### config.mk
export PLATFORM = sky130hd
export DESIGN_NAME = tcas_slave
export DESIGN_NICKNAME = d
export VERILOG_FILES = /design/src/tcas_pkg.sv /design/src/tcas_slave.sv
export SDC_FILE = /design/constraint.sdc
export NUM_CORES = 1
export LEC_CHECK = 0
export CORE_AREA = 2 2 154 156
export DETAILED_ROUTE_END_ITERATION = 8
export DIE_AREA = 0 0 156 158
export DONT_BUFFER_PORTS = 1
export GPL_ROUTABILITY_DRIVEN = 0
export HOLD_SLACK_MARGIN = 0.15
export PLACE_DENSITY_LB_ADDON = 0.1
export SETUP_SLACK_MARGIN = 0.4
export SYNTH_ARGS = -nofsm -noshare
export SYNTH_HDL_FRONTEND = slang
export SYNTH_SLANG_ARGS = --single-unit
export TNS_END_PERCENT = 5
### constraint.sdc
create_clock -name pclk -period 5.4 [get_ports pclk]
set_input_delay 0.27 -clock pclk [delete_from_list [all_inputs] [get_ports pclk]]
set_output_delay 0.27 -clock pclk [all_outputs]
set_load 0.05 [all_outputs]
### src/tcas_pkg.sv
package tcas_pkg;

    // ----------------------------------------------------------------
    // Command field layout
    // ----------------------------------------------------------------
    localparam int BIT_ID_ASSIGN = 31;
    localparam int BIT_EXTENDED = 30;
    localparam int BIT_CHAIN_SELECT = 29;
    localparam int DEV_ID_HI = 28;
    localparam int DEV_ID_LO = 24;
    localparam int BIT_READ = 23;
    localparam int REG_ID_HI = 22;
    localparam int REG_ID_LO = 16;
    localparam int DATA_HI = 15;
    localparam int DATA_LO = 8;
    localparam int AUDIO_HI = 31;
    localparam int AUDIO_LO = 8;

    localparam logic [4:0] ID_BROADCAST = 5'h1f;
    localparam logic [4:0] ID_NONE = 5'h00;
    localparam logic [4:0] ID_MAX = 5'h1e;

    // ----------------------------------------------------------------
    // Bit positions within a field, counted MSB = 31
    // ----------------------------------------------------------------
    localparam logic [4:0] FIELD_FIRST_BIT = 5'h1f;
    localparam logic [4:0] FIELD_LAST_BIT = 5'h00;
    localparam logic [4:0] RD_ENABLE_BIT = 5'h11;
    localparam logic [4:0] RD_FETCH_BIT = 5'h10;
    localparam logic [4:0] RD_LAST_DATA_BIT = 5'h09;
    localparam logic [4:0] RD_RELEASE_BIT = 5'h08;
    localparam logic [4:0] WR_DECODE_BIT = 5'h08;

    // ----------------------------------------------------------------
    // Frame sync detection
    // ----------------------------------------------------------------
    localparam logic [3:0] FS_TDM_WIDTH = 4'h2;
    localparam logic [1:0] FS_TDM_FRAMES = 2'h2;

    // ----------------------------------------------------------------
    // Mode registers and APB map
    // ----------------------------------------------------------------
    localparam logic [3:0] MODE_REG_GROUP = 4'h2;
    localparam logic [2:0] CHAN_REG_IDX = 3'h3;
    localparam logic [2:0] DEVID_REG_IDX = 3'h7;
    localparam int CHAN_DISABLE_BIT = 0;
    localparam logic [7:0] MODE_REG_RESET = 8'h00;
    localparam logic [11:0] ADDR_STATUS = 12'h000;
    localparam logic [6:0] ADDR_MODE_PAGE = 7'h02;
    localparam int ST_MODE_BIT = 5;
    localparam int ST_VALID_BIT = 6;

    typedef enum logic [2:0] {
        FLD_IDLE = 3'b000,
        FLD_CMD = 3'b001,
        FLD_EXT = 3'b010,
        FLD_AUDIO = 3'b011,
        FLD_ID = 3'b100
    } tcas_field_t;

    typedef enum logic [1:0] {
        OWN_WAIT = 2'b00,
        OWN_FIRST = 2'b01,
        OWN_SECOND = 2'b10,
        OWN_DONE = 2'b11
    } tcas_own_t;

endpackage

### src/tcas_slave.sv
`timescale 1ns/1ps
`default_nettype none

module tcas_slave
    import tcas_pkg::*;
(
    input wire logic pclk, // System clock.
    input wire logic presetn, // Asynchronous reset, active low.
    input wire logic psel, // APB select.
    input wire logic penable, // APB enable.
    input wire logic pwrite, // APB direction.
    input wire logic [11:0] paddr, // APB byte address.
    input wire logic [31:0] pwdata, // APB write data.
    output logic [31:0] prdata, // APB read data.
    output logic pready, // APB ready.
    output logic pslverr, // APB error on unmapped address.
    input wire logic bit_clock, // Link bit clock pin.
    input wire logic frame_sync, // Link frame sync pin.
    input wire logic frame_serial_in, // Link command and audio data pin.
    input wire logic chain_token_in, // Daisy chain token from previous device.
    output logic chain_token_out, // Daisy chain token to next device.
    output logic readback_out, // Readback data pin value.
    output logic readback_oe_n, // Readback driver enable, active low.
    output logic [23:0] audio_left, // First own audio channel.
    output logic [23:0] audio_right, // Second own audio channel.
    output logic audio_valid, // Pulse when both channels were received.
    output logic tdm_mode // Multiplexed mode is active.
);

    // ----------------------------------------------------------------
    // Pin synchronisers
    // ----------------------------------------------------------------
    logic [3:0] pin_raw;
    logic [3:0] pin_meta;
    logic [3:0] pin_sync;
    logic bck_s, fs_s, din_s, tok_s;
    logic bck_d, rise, fall;
    assign pin_raw = {bit_clock, frame_sync, frame_serial_in, chain_token_in};
    genvar gi;
    generate
        for (gi = 0; gi < 4; gi++) begin : g_sync
            always_ff @(posedge pclk or negedge presetn) begin
                if (!presetn) begin
                    pin_meta[gi] <= 1'b0;
                    pin_sync[gi] <= 1'b0;
                end else begin
                    pin_meta[gi] <= pin_raw[gi];
                    pin_sync[gi] <= pin_meta[gi];
                end
            end
        end
    endgenerate

    assign {bck_s, fs_s, din_s, tok_s} = pin_sync;

    always_ff @(posedge pclk or negedge presetn) begin
        if (!presetn) begin
            bck_d <= 1'b0;
        end else begin
            bck_d <= bck_s;
        end
    end

    assign rise = bck_s & ~bck_d;
    assign fall = ~bck_s & bck_d;

    // ----------------------------------------------------------------
    // Frame sync and mode detection
    // ----------------------------------------------------------------
    logic fs_prev, frame_ok, frame_start, fs_end;
    logic [3:0] fs_width;
    logic [1:0] tdm_frames;
    assign frame_start = rise & fs_s & ~fs_prev;
    assign fs_end = rise & ~fs_s & fs_prev;
    always_ff @(posedge pclk or negedge presetn) begin
        if (!presetn) begin
            fs_prev <= 1'b0;
            fs_width <= 4'h0;
            tdm_frames <= 2'h0;
            tdm_mode <= 1'b0;
            frame_ok <= 1'b0;
        end else begin
            tdm_mode <= (tdm_frames == FS_TDM_FRAMES);
            if (rise) begin
                fs_prev <= fs_s;
            end
            if (frame_start) begin
                fs_width <= 4'h1;
                frame_ok <= tdm_mode;
            end else if (rise && fs_s && fs_width != 4'hf) begin
                fs_width <= fs_width + 4'h1;
            end
            // A wide sync pulse, as in ordinary stereo framing, drops the mode at once.
            if (fs_end) begin
                if (fs_width != FS_TDM_WIDTH) begin
                    tdm_frames <= 2'h0;
                end else if (tdm_frames != FS_TDM_FRAMES) begin
                    tdm_frames <= tdm_frames + 2'h1;
                end
            end
        end
    end

    // ----------------------------------------------------------------
    // Field tracking
    // ----------------------------------------------------------------
    tcas_field_t fld;
    logic [4:0] fbit, this_bit;
    logic [31:0] sh, word, cw;
    assign this_bit = (frame_start || fbit == FIELD_LAST_BIT) ? FIELD_FIRST_BIT :
                      fbit - 5'h01;
    assign word = {sh[30:0], din_s};
    assign cw = word << this_bit;
    always_ff @(posedge pclk or negedge presetn) begin
        if (!presetn) begin
            fld <= FLD_IDLE;
            fbit <= FIELD_LAST_BIT;
            sh <= 32'h0;
        end else if (rise) begin
            sh <= word;
            fbit <= this_bit;
            if (frame_start) begin
                fld <= FLD_CMD;
            end else if (this_bit == FIELD_LAST_BIT) begin
                case (fld)
                    FLD_CMD: begin
                        if (word[BIT_ID_ASSIGN]) begin
                            fld <= FLD_ID;
                        end else if (word[BIT_EXTENDED]) begin
                            fld <= FLD_EXT;
                        end else begin
                            fld <= FLD_AUDIO;
                        end
                    end
                    FLD_EXT: fld <= word[BIT_EXTENDED] ? FLD_EXT : FLD_IDLE;
                    default: fld <= fld;
                endcase
            end
        end
    end

    // ----------------------------------------------------------------
    // Command decode
    // ----------------------------------------------------------------
    logic [7:0] mode_reg [0:7];
    logic id_valid, addressed, own_id, wr_hit, rd_hit, chan_en;
    logic [4:0] dev_id, rx_id;
    logic [6:0] rx_reg;
    assign dev_id = mode_reg[DEVID_REG_IDX][4:0];
    assign chan_en = ~mode_reg[CHAN_REG_IDX][CHAN_DISABLE_BIT];
    assign rx_id = cw[DEV_ID_HI:DEV_ID_LO];
    assign rx_reg = cw[REG_ID_HI:REG_ID_LO];
    assign own_id = id_valid && rx_id == dev_id;
    // Bit 31 is reserved in extended fields, so it only gates the first field.
    assign addressed = frame_ok && (fld == FLD_CMD || fld == FLD_EXT)
                       && !cw[BIT_CHAIN_SELECT]
                       && (fld == FLD_EXT || !cw[BIT_ID_ASSIGN])
                       && rx_id != ID_NONE;
    assign wr_hit = rise && this_bit == WR_DECODE_BIT && addressed && !cw[BIT_READ]
                    && (own_id || rx_id == ID_BROADCAST);
    assign rd_hit = rise && this_bit == RD_ENABLE_BIT && addressed && cw[BIT_READ]
                    && own_id;

    function automatic logic [7:0] reg_lookup(input logic [6:0] id);
        reg_lookup = (id[6:3] == MODE_REG_GROUP) ? mode_reg[id[2:0]] : 8'h00;
    endfunction

    // ----------------------------------------------------------------
    // Identifier assignment
    // ----------------------------------------------------------------
    logic [4:0] id_slot;
    logic id_seen, id_take, id_load;
    // The first slot in which the token is seen high fixes this device's position.
    assign id_take = rise && !frame_start && fld == FLD_ID && frame_ok && !id_seen && tok_s;
    assign id_load = id_take && id_slot < ID_MAX;

    always_ff @(posedge pclk or negedge presetn) begin
        if (!presetn) begin
            id_slot <= 5'h00;
            id_seen <= 1'b0;
            id_valid <= 1'b0;
        end else begin
            if (frame_start) begin
                id_slot <= 5'h00;
                id_seen <= 1'b0;
            end else if (rise && fld == FLD_ID) begin
                if (id_slot != 5'h1f) begin
                    id_slot <= id_slot + 5'h01;
                end
                if (id_take) begin
                    id_seen <= 1'b1;
                end
            end
            if (id_load) begin
                id_valid <= 1'b1;
            end
        end
    end

    // ----------------------------------------------------------------
    // Mode registers
    // ----------------------------------------------------------------
    logic apb_wr, mode_hit;
    logic [2:0] apb_idx;
    assign mode_hit = paddr[11:5] == ADDR_MODE_PAGE && paddr[1:0] == 2'h0;
    assign apb_idx = paddr[4:2];
    assign apb_wr = psel && penable && pready && pwrite;

    // Bus writes win over a link write landing in the same cycle.
    always_ff @(posedge pclk or negedge presetn) begin
        if (!presetn) begin
            for (int i = 0; i < 8; i++) begin
                mode_reg[i] <= MODE_REG_RESET;
            end
        end else begin
            if (apb_wr && mode_hit && apb_idx != DEVID_REG_IDX) begin
                mode_reg[apb_idx] <= pwdata[7:0];
            end else if (wr_hit && rx_reg[6:3] == MODE_REG_GROUP
                         && rx_reg[2:0] != DEVID_REG_IDX) begin
                mode_reg[rx_reg[2:0]] <= cw[DATA_HI:DATA_LO];
            end
            if (id_load) begin
                mode_reg[DEVID_REG_IDX] <= {3'h0, id_slot + 5'h01};
            end
        end
    end

    // ----------------------------------------------------------------
    // Readback
    // ----------------------------------------------------------------
    logic rd_active;
    logic [7:0] rd_shift;
    always_ff @(posedge pclk or negedge presetn) begin
        if (!presetn) begin
            rd_active <= 1'b0;
            rd_shift <= 8'h00;
            readback_out <= 1'b0;
            readback_oe_n <= 1'b1;
        end else if (frame_start) begin
            rd_active <= 1'b0;
            readback_oe_n <= 1'b1;
        end else if (rise) begin
            if (rd_hit) begin
                rd_active <= 1'b1;
            end
            if (rd_active && this_bit == RD_FETCH_BIT) begin
                rd_shift <= reg_lookup(rx_reg);
            end
        end else if (fall && rd_active) begin
            if (fbit == RD_ENABLE_BIT) begin
                readback_oe_n <= 1'b0;
                readback_out <= 1'b0;
            end else if (fbit <= RD_FETCH_BIT && fbit >= RD_LAST_DATA_BIT) begin
                readback_out <= rd_shift[7];
                rd_shift <= {rd_shift[6:0], 1'b0};
            end else if (fbit == RD_RELEASE_BIT) begin
                readback_oe_n <= 1'b1;
                readback_out <= 1'b0;
                rd_active <= 1'b0;
            end
        end
    end

    // ----------------------------------------------------------------
    // Audio slots and chain token
    // ----------------------------------------------------------------
    tcas_own_t own;
    logic pending, audio_bound;
    assign audio_bound = rise && !frame_start && this_bit == FIELD_FIRST_BIT && fld == FLD_AUDIO;

    always_ff @(posedge pclk or negedge presetn) begin
        if (!presetn) begin
            own <= OWN_WAIT;
            pending <= 1'b0;
        end else if (frame_start) begin
            own <= OWN_WAIT;
            pending <= 1'b0;
        end else if (audio_bound) begin
            pending <= 1'b0;
            case (own)
                OWN_WAIT: begin
                    if ((pending || tok_s) && chan_en && frame_ok) begin
                        own <= OWN_FIRST;
                    end
                end
                OWN_FIRST: own <= OWN_SECOND;
                OWN_SECOND: own <= OWN_DONE;
                default: own <= own;
            endcase
        end else if (rise && tok_s) begin
            pending <= 1'b1;
        end
    end

    always_ff @(posedge pclk or negedge presetn) begin
        if (!presetn) begin
            audio_left <= 24'h0;
            audio_right <= 24'h0;
            audio_valid <= 1'b0;
        end else begin
            audio_valid <= 1'b0;
            if (rise && this_bit == FIELD_LAST_BIT && fld == FLD_AUDIO) begin
                if (own == OWN_FIRST) begin
                    audio_left <= word[AUDIO_HI:AUDIO_LO];
                end else if (own == OWN_SECOND) begin
                    audio_right <= word[AUDIO_HI:AUDIO_LO];
                    audio_valid <= 1'b1;
                end
            end
        end
    end

    // The pass-through adds the synchroniser delay to the token, which the
    // next device absorbs because it samples only on the following bit clock.
    always_ff @(posedge pclk or negedge presetn) begin
        if (!presetn) begin
            chain_token_out <= 1'b0;
        end else if (frame_start) begin
            chain_token_out <= 1'b0;
        end else if (fld == FLD_ID) begin
            if (id_take) begin
                chain_token_out <= 1'b1;
            end
        end else if (!chan_en) begin
            chain_token_out <= tok_s;
        end else begin
            chain_token_out <= (own == OWN_SECOND);
        end
    end

    // ----------------------------------------------------------------
    // APB slave
    // ----------------------------------------------------------------
    logic [31:0] next_prdata;
    logic next_pslverr;
    always_comb begin
        next_prdata = 32'h0;
        next_pslverr = 1'b0;
        if (paddr == ADDR_STATUS) begin
            next_prdata[4:0] = dev_id;
            next_prdata[ST_MODE_BIT] = tdm_mode;
            next_prdata[ST_VALID_BIT] = id_valid;
        end else if (mode_hit) begin
            next_prdata[7:0] = mode_reg[apb_idx];
        end else begin
            next_pslverr = 1'b1;
        end
    end

    // One wait state: ready rises in the second access cycle.
    always_ff @(posedge pclk or negedge presetn) begin
        if (!presetn) begin
            pready <= 1'b0;
            pslverr <= 1'b0;
            prdata <= 32'h0;
        end else if (psel && penable && !pready) begin
            pready <= 1'b1;
            pslverr <= next_pslverr;
            prdata <= pwrite ? 32'h0 : next_prdata;
        end else begin
            pready <= 1'b0;
            pslverr <= 1'b0;
        end
    end

endmodule // tcas_slave

`default_nettype wire

==> results.py <==
metrics = {
    "worst_setup_path": {
        "crit_arrival_ps": 5400,
        "critical_path_class": "flip-flop to flip-flop",
        "crit_buf_inv": 3,
        "r2r_cells": 15,
        "worstSetupPathDepth": 15,
        "worstPathRequired_ps": 5840,
        "crit_path_top_delay_cell": "nor4_1",
        "path_cells": "inv_1 -> ha_1 -> or4b_1 -> buf_4 -> nand2_1 -> o211ai_1 -> mux2_2 -> a221oi_2 -> buf_12 -> nor2_1 -> nand2_1 -> nor2_1 -> nor4_1 -> a221oi_1 -> a21oi_1",
        "startpoint_type": "flip-flop",
        "path_delay_family": "simple AND/OR/NAND/NOR gates",
        "path_max_fanout": 18,
        "slowest_delay_ps": 710,
        "end_kind": "flip-flop",
    },
    "clock_tree": {
        "clock_latency_ps": 540,
        "cts_tree": "done",
        "clk_path_buf_depth": 3,
        "cts_setup_buffers": 0,
        "cts.sinks": 202,
        "clk_pin_slew_worst_paths_ps": 60,
        "cts_buffers": 23,
        "clock-root-buffer": "clkbuf_16",
        "htreeDepth": 1,
    },
    "logic_synthesis": {
        "synthArstFlopShare_pct": 100,
        "avgSynthCellArea_um2": 9.24,
        "syn-instance-count": 1349,
        "synthAdderAreaFrac_pct": 1.20,
        "muxShareOfSynthArea_pct": 12.2,
        "syn_area_mm2": 0.0125,
        "ys_seq_area_share_pct": 40.5,
        "ys_ff_latch": 202,
        "synth_compound_area_share_pct": 21.3,
        "synthTopCellsByArea": "dfrtp_1, mux2_2, nand2_1",
        "synthFlopType": "dfrtp_1",
        "yosys.area_share.simple_pct": 18.5,
        "synth_top_family_by_area": "compound AO/OA/AOI/OAI gates",
        "yosys_warnings": 0,
        "synth_xor_area_share_pct": 0.983,
        "yosysTopAreaCell": "dfrtp_1",
        "synth_top_cell_area_share_pct": 40.3,
        "synth-edff-count": 0,
        "ys_types": 93,
    },
    "outcome": {
        "outcome": "complete, no violations",
    },
    "drt": {
        "post-route-drc-count": 0,
        "wirelength_mm": 38.7,
        "route.vias.total": 11034,
        "via_per_inst": 6.72,
        "ant_nets": 0,
        "drt-wirelength-per-cell_um": 23.6,
        "drtPass1Iterations": 6,
        "dr.first_iter.drc_count": 1198,
    },
    "sta": {
        "period_share_pct": 92.0,
        "slew_violations": 0,
        "setup_tns_ps": 0,
        "max_freq_mhz": 201,
        "fin_skew_ps": 26.8,
        "min_period_ps": 4970,
        "slew_headroom_pct": 20.1,
        "rsz0062_at_grt": "true",
        "hold_viol": 0,
        "setup_viol": 0,
        "hold_ws_ps": 170,
        "timing_worst_slew_pin_value_ps": 1190,
    },
    "finish": {
        "nets": 1400,
        "largest_reg_flops": 59,
        "final_core_util_pct": 59.4,
        "drive_above_1_share_pct": 16.2,
        "fill_cells": 2023,
        "final_common_cell": "nand2_1",
        "finalInstanceArea_mm2": 0.0137,
        "area_growth_pct": 9.79,
        "antenna_cells": 0,
        "final_cell_mix": "nand2_1, dfrtp_1, nor2_1",
    },
    "power": {
        "p_leak_uw": 0.00620,
        "p_per_area_mw_per_mm2": 501,
        "ir_drop_uv": 298,
    },
    "global_route": {
        "grt_pass1_wl_mm": 60.5,
        "grt_pass1_vias": 10635,
        "grt_max_degree": 203,
        "grt-ovfl-total": 0,
        "track_usage_pct": 31.4,
        "antenna_found_initial": 0,
    },
    "floorplanning": {
        "core_area_mm2": 0.0231,
        "die_h_um": 158,
        "die-area_mm2": 0.0246,
        "start_util_pct": 54.1,
        "io_pins": 140,
        "rows": 56,
        "die_x_um": 156,
    },
    "place": {
        "place_area_mm2": 0.0127,
        "io_buffers": 0,
        "hpwl_mm": 26.8,
    },
    "hold_path": {
        "holdPathStages": 3,
        "holdCritPathClass": "input pin to flip-flop",
    },
    "job": {
        "drv_cap": 0,
    },
}
==> per-layer routing <==
metal / wire length, um / share of wire (%) / global-route usage, % / up-vias
met1: 15300 / 39 / 41.1 / 5262
met3: 3690 / 9.5 / 6.87 / 178
li1: - / - / - / 4935
met4: 2240 / 5.8 / 16.0 / 0
met2: 17500 / 45 / 49.5 / 659
met5: 0 / 0 / 0 / -
==> cell usage after synthesis (6+ instances only) <==
cell type    n
xnor2_1      6
mux2i_1     42
dfrtp_1    201
and2_1      11
nand3b_1     6
nand3_1     13
xor2_1       8
buf_2       20
nand4_1     14
a32oi_1      6
a211oi_1     6
and3_1       7
a22o_1      18
or2_2        7
a2bb2oi_1   12
mux2_2      85
clkbuf_1    57
a21o_1      13
buf_1       11
a22oi_1     47
buf_4       30
o221ai_1    11
a221oi_1     9
nand2b_1    18
o21a_1       6
o31ai_1      8
o22ai_1     22
nor4_1      19
a21oi_1     50
a2111oi_0    8
o211ai_1     7
nand2_1    214
a31oi_1     17
inv_1       18
nor2_1      90
o21ai_0     68
o2bb2ai_1   11
ha_1        12
nor3_1      29
nor2b_1      9
==> report_power, final <==
group | leakage [uW] | switching, uW | internal, uW | total (uW)
logic | 0.00308 | 2340 | 1170 | 3510
clock network | 0.000379 | 695 | 923 | 1620
registers | 0.00274 | 146 | 1590 | 1730
total | 0.00620 | 3180 | 3680 | 6860
==> through the flow <==
step	setup slack, ps	power [uW]	std cells
6_report	431	6860	1642
5_1_grt	320	7190	1642
4_1_cts	475	6710	1642
3_5_place_dp	275	5020	1579
3_3_place_gp	404	5000	1579
2_1_floorplan	1250	4050	1372
==> what timing repair did <==
action / CTS / global route
setup endpoints to repair: 5 / 48
pin swaps: 1 / 0
endpoints found under the hold margin: 271 / 0
resized for setup: 0 / 8
hold buffers: 20 / 0
gates cloned: 1 / 0
==> worst reg2reg max path, stage by stage, from the launching register on <==
cell and delay [ps]:
dfrtp_1 460, inv_1 130, ha_1 210, or4b_1 620, buf_4 250, nand2_1 320
o211ai_1 250, mux2_2 330, a221oi_2 620, buf_12 260, nor2_1 150, nand2_1 170
nor2_1 60, nor4_1 710, a221oi_1 180, a21oi_1 160
==> final timing paths <==
kind	startpoint	to	slack [ps]
worst min-delay path	paddr[3]	prdata[6]	170
worst max register to register	fbit[1]	rd_shift[5]	430
worst max-delay path	fbit[1]	rd_shift[5]	430
max in group asynchronous	presetn	prdata[0]	4080
min in group asynchronous	presetn	mode_reg[14]	370
worst min register to register	pin_meta[1]	din_s	350
==> cell type report <==
type                    instances  area [um^2]  share of cell area [%]
repair buffers                 56          513                    3.75
inverters                      18         67.6                   0.493
clock inverters                17          181                    1.33
well taps                     290          363                    2.65
clock buffers                  25          603                    4.40
flip-flops and latches        202         5060                    36.9
multi-input cells            1034         6910                    50.4
==> logic make-up after synthesis <==
group | Yosys count
DFF | 202
xor gates and xnor gates | 14
buffers and inverters | 137
and+or+nand+nor | 479
muxes | 135
AOI/OAI and AO/OA | 369
other | 1
adders and majority gates | 12
Power figures use the tool's default switching activity.
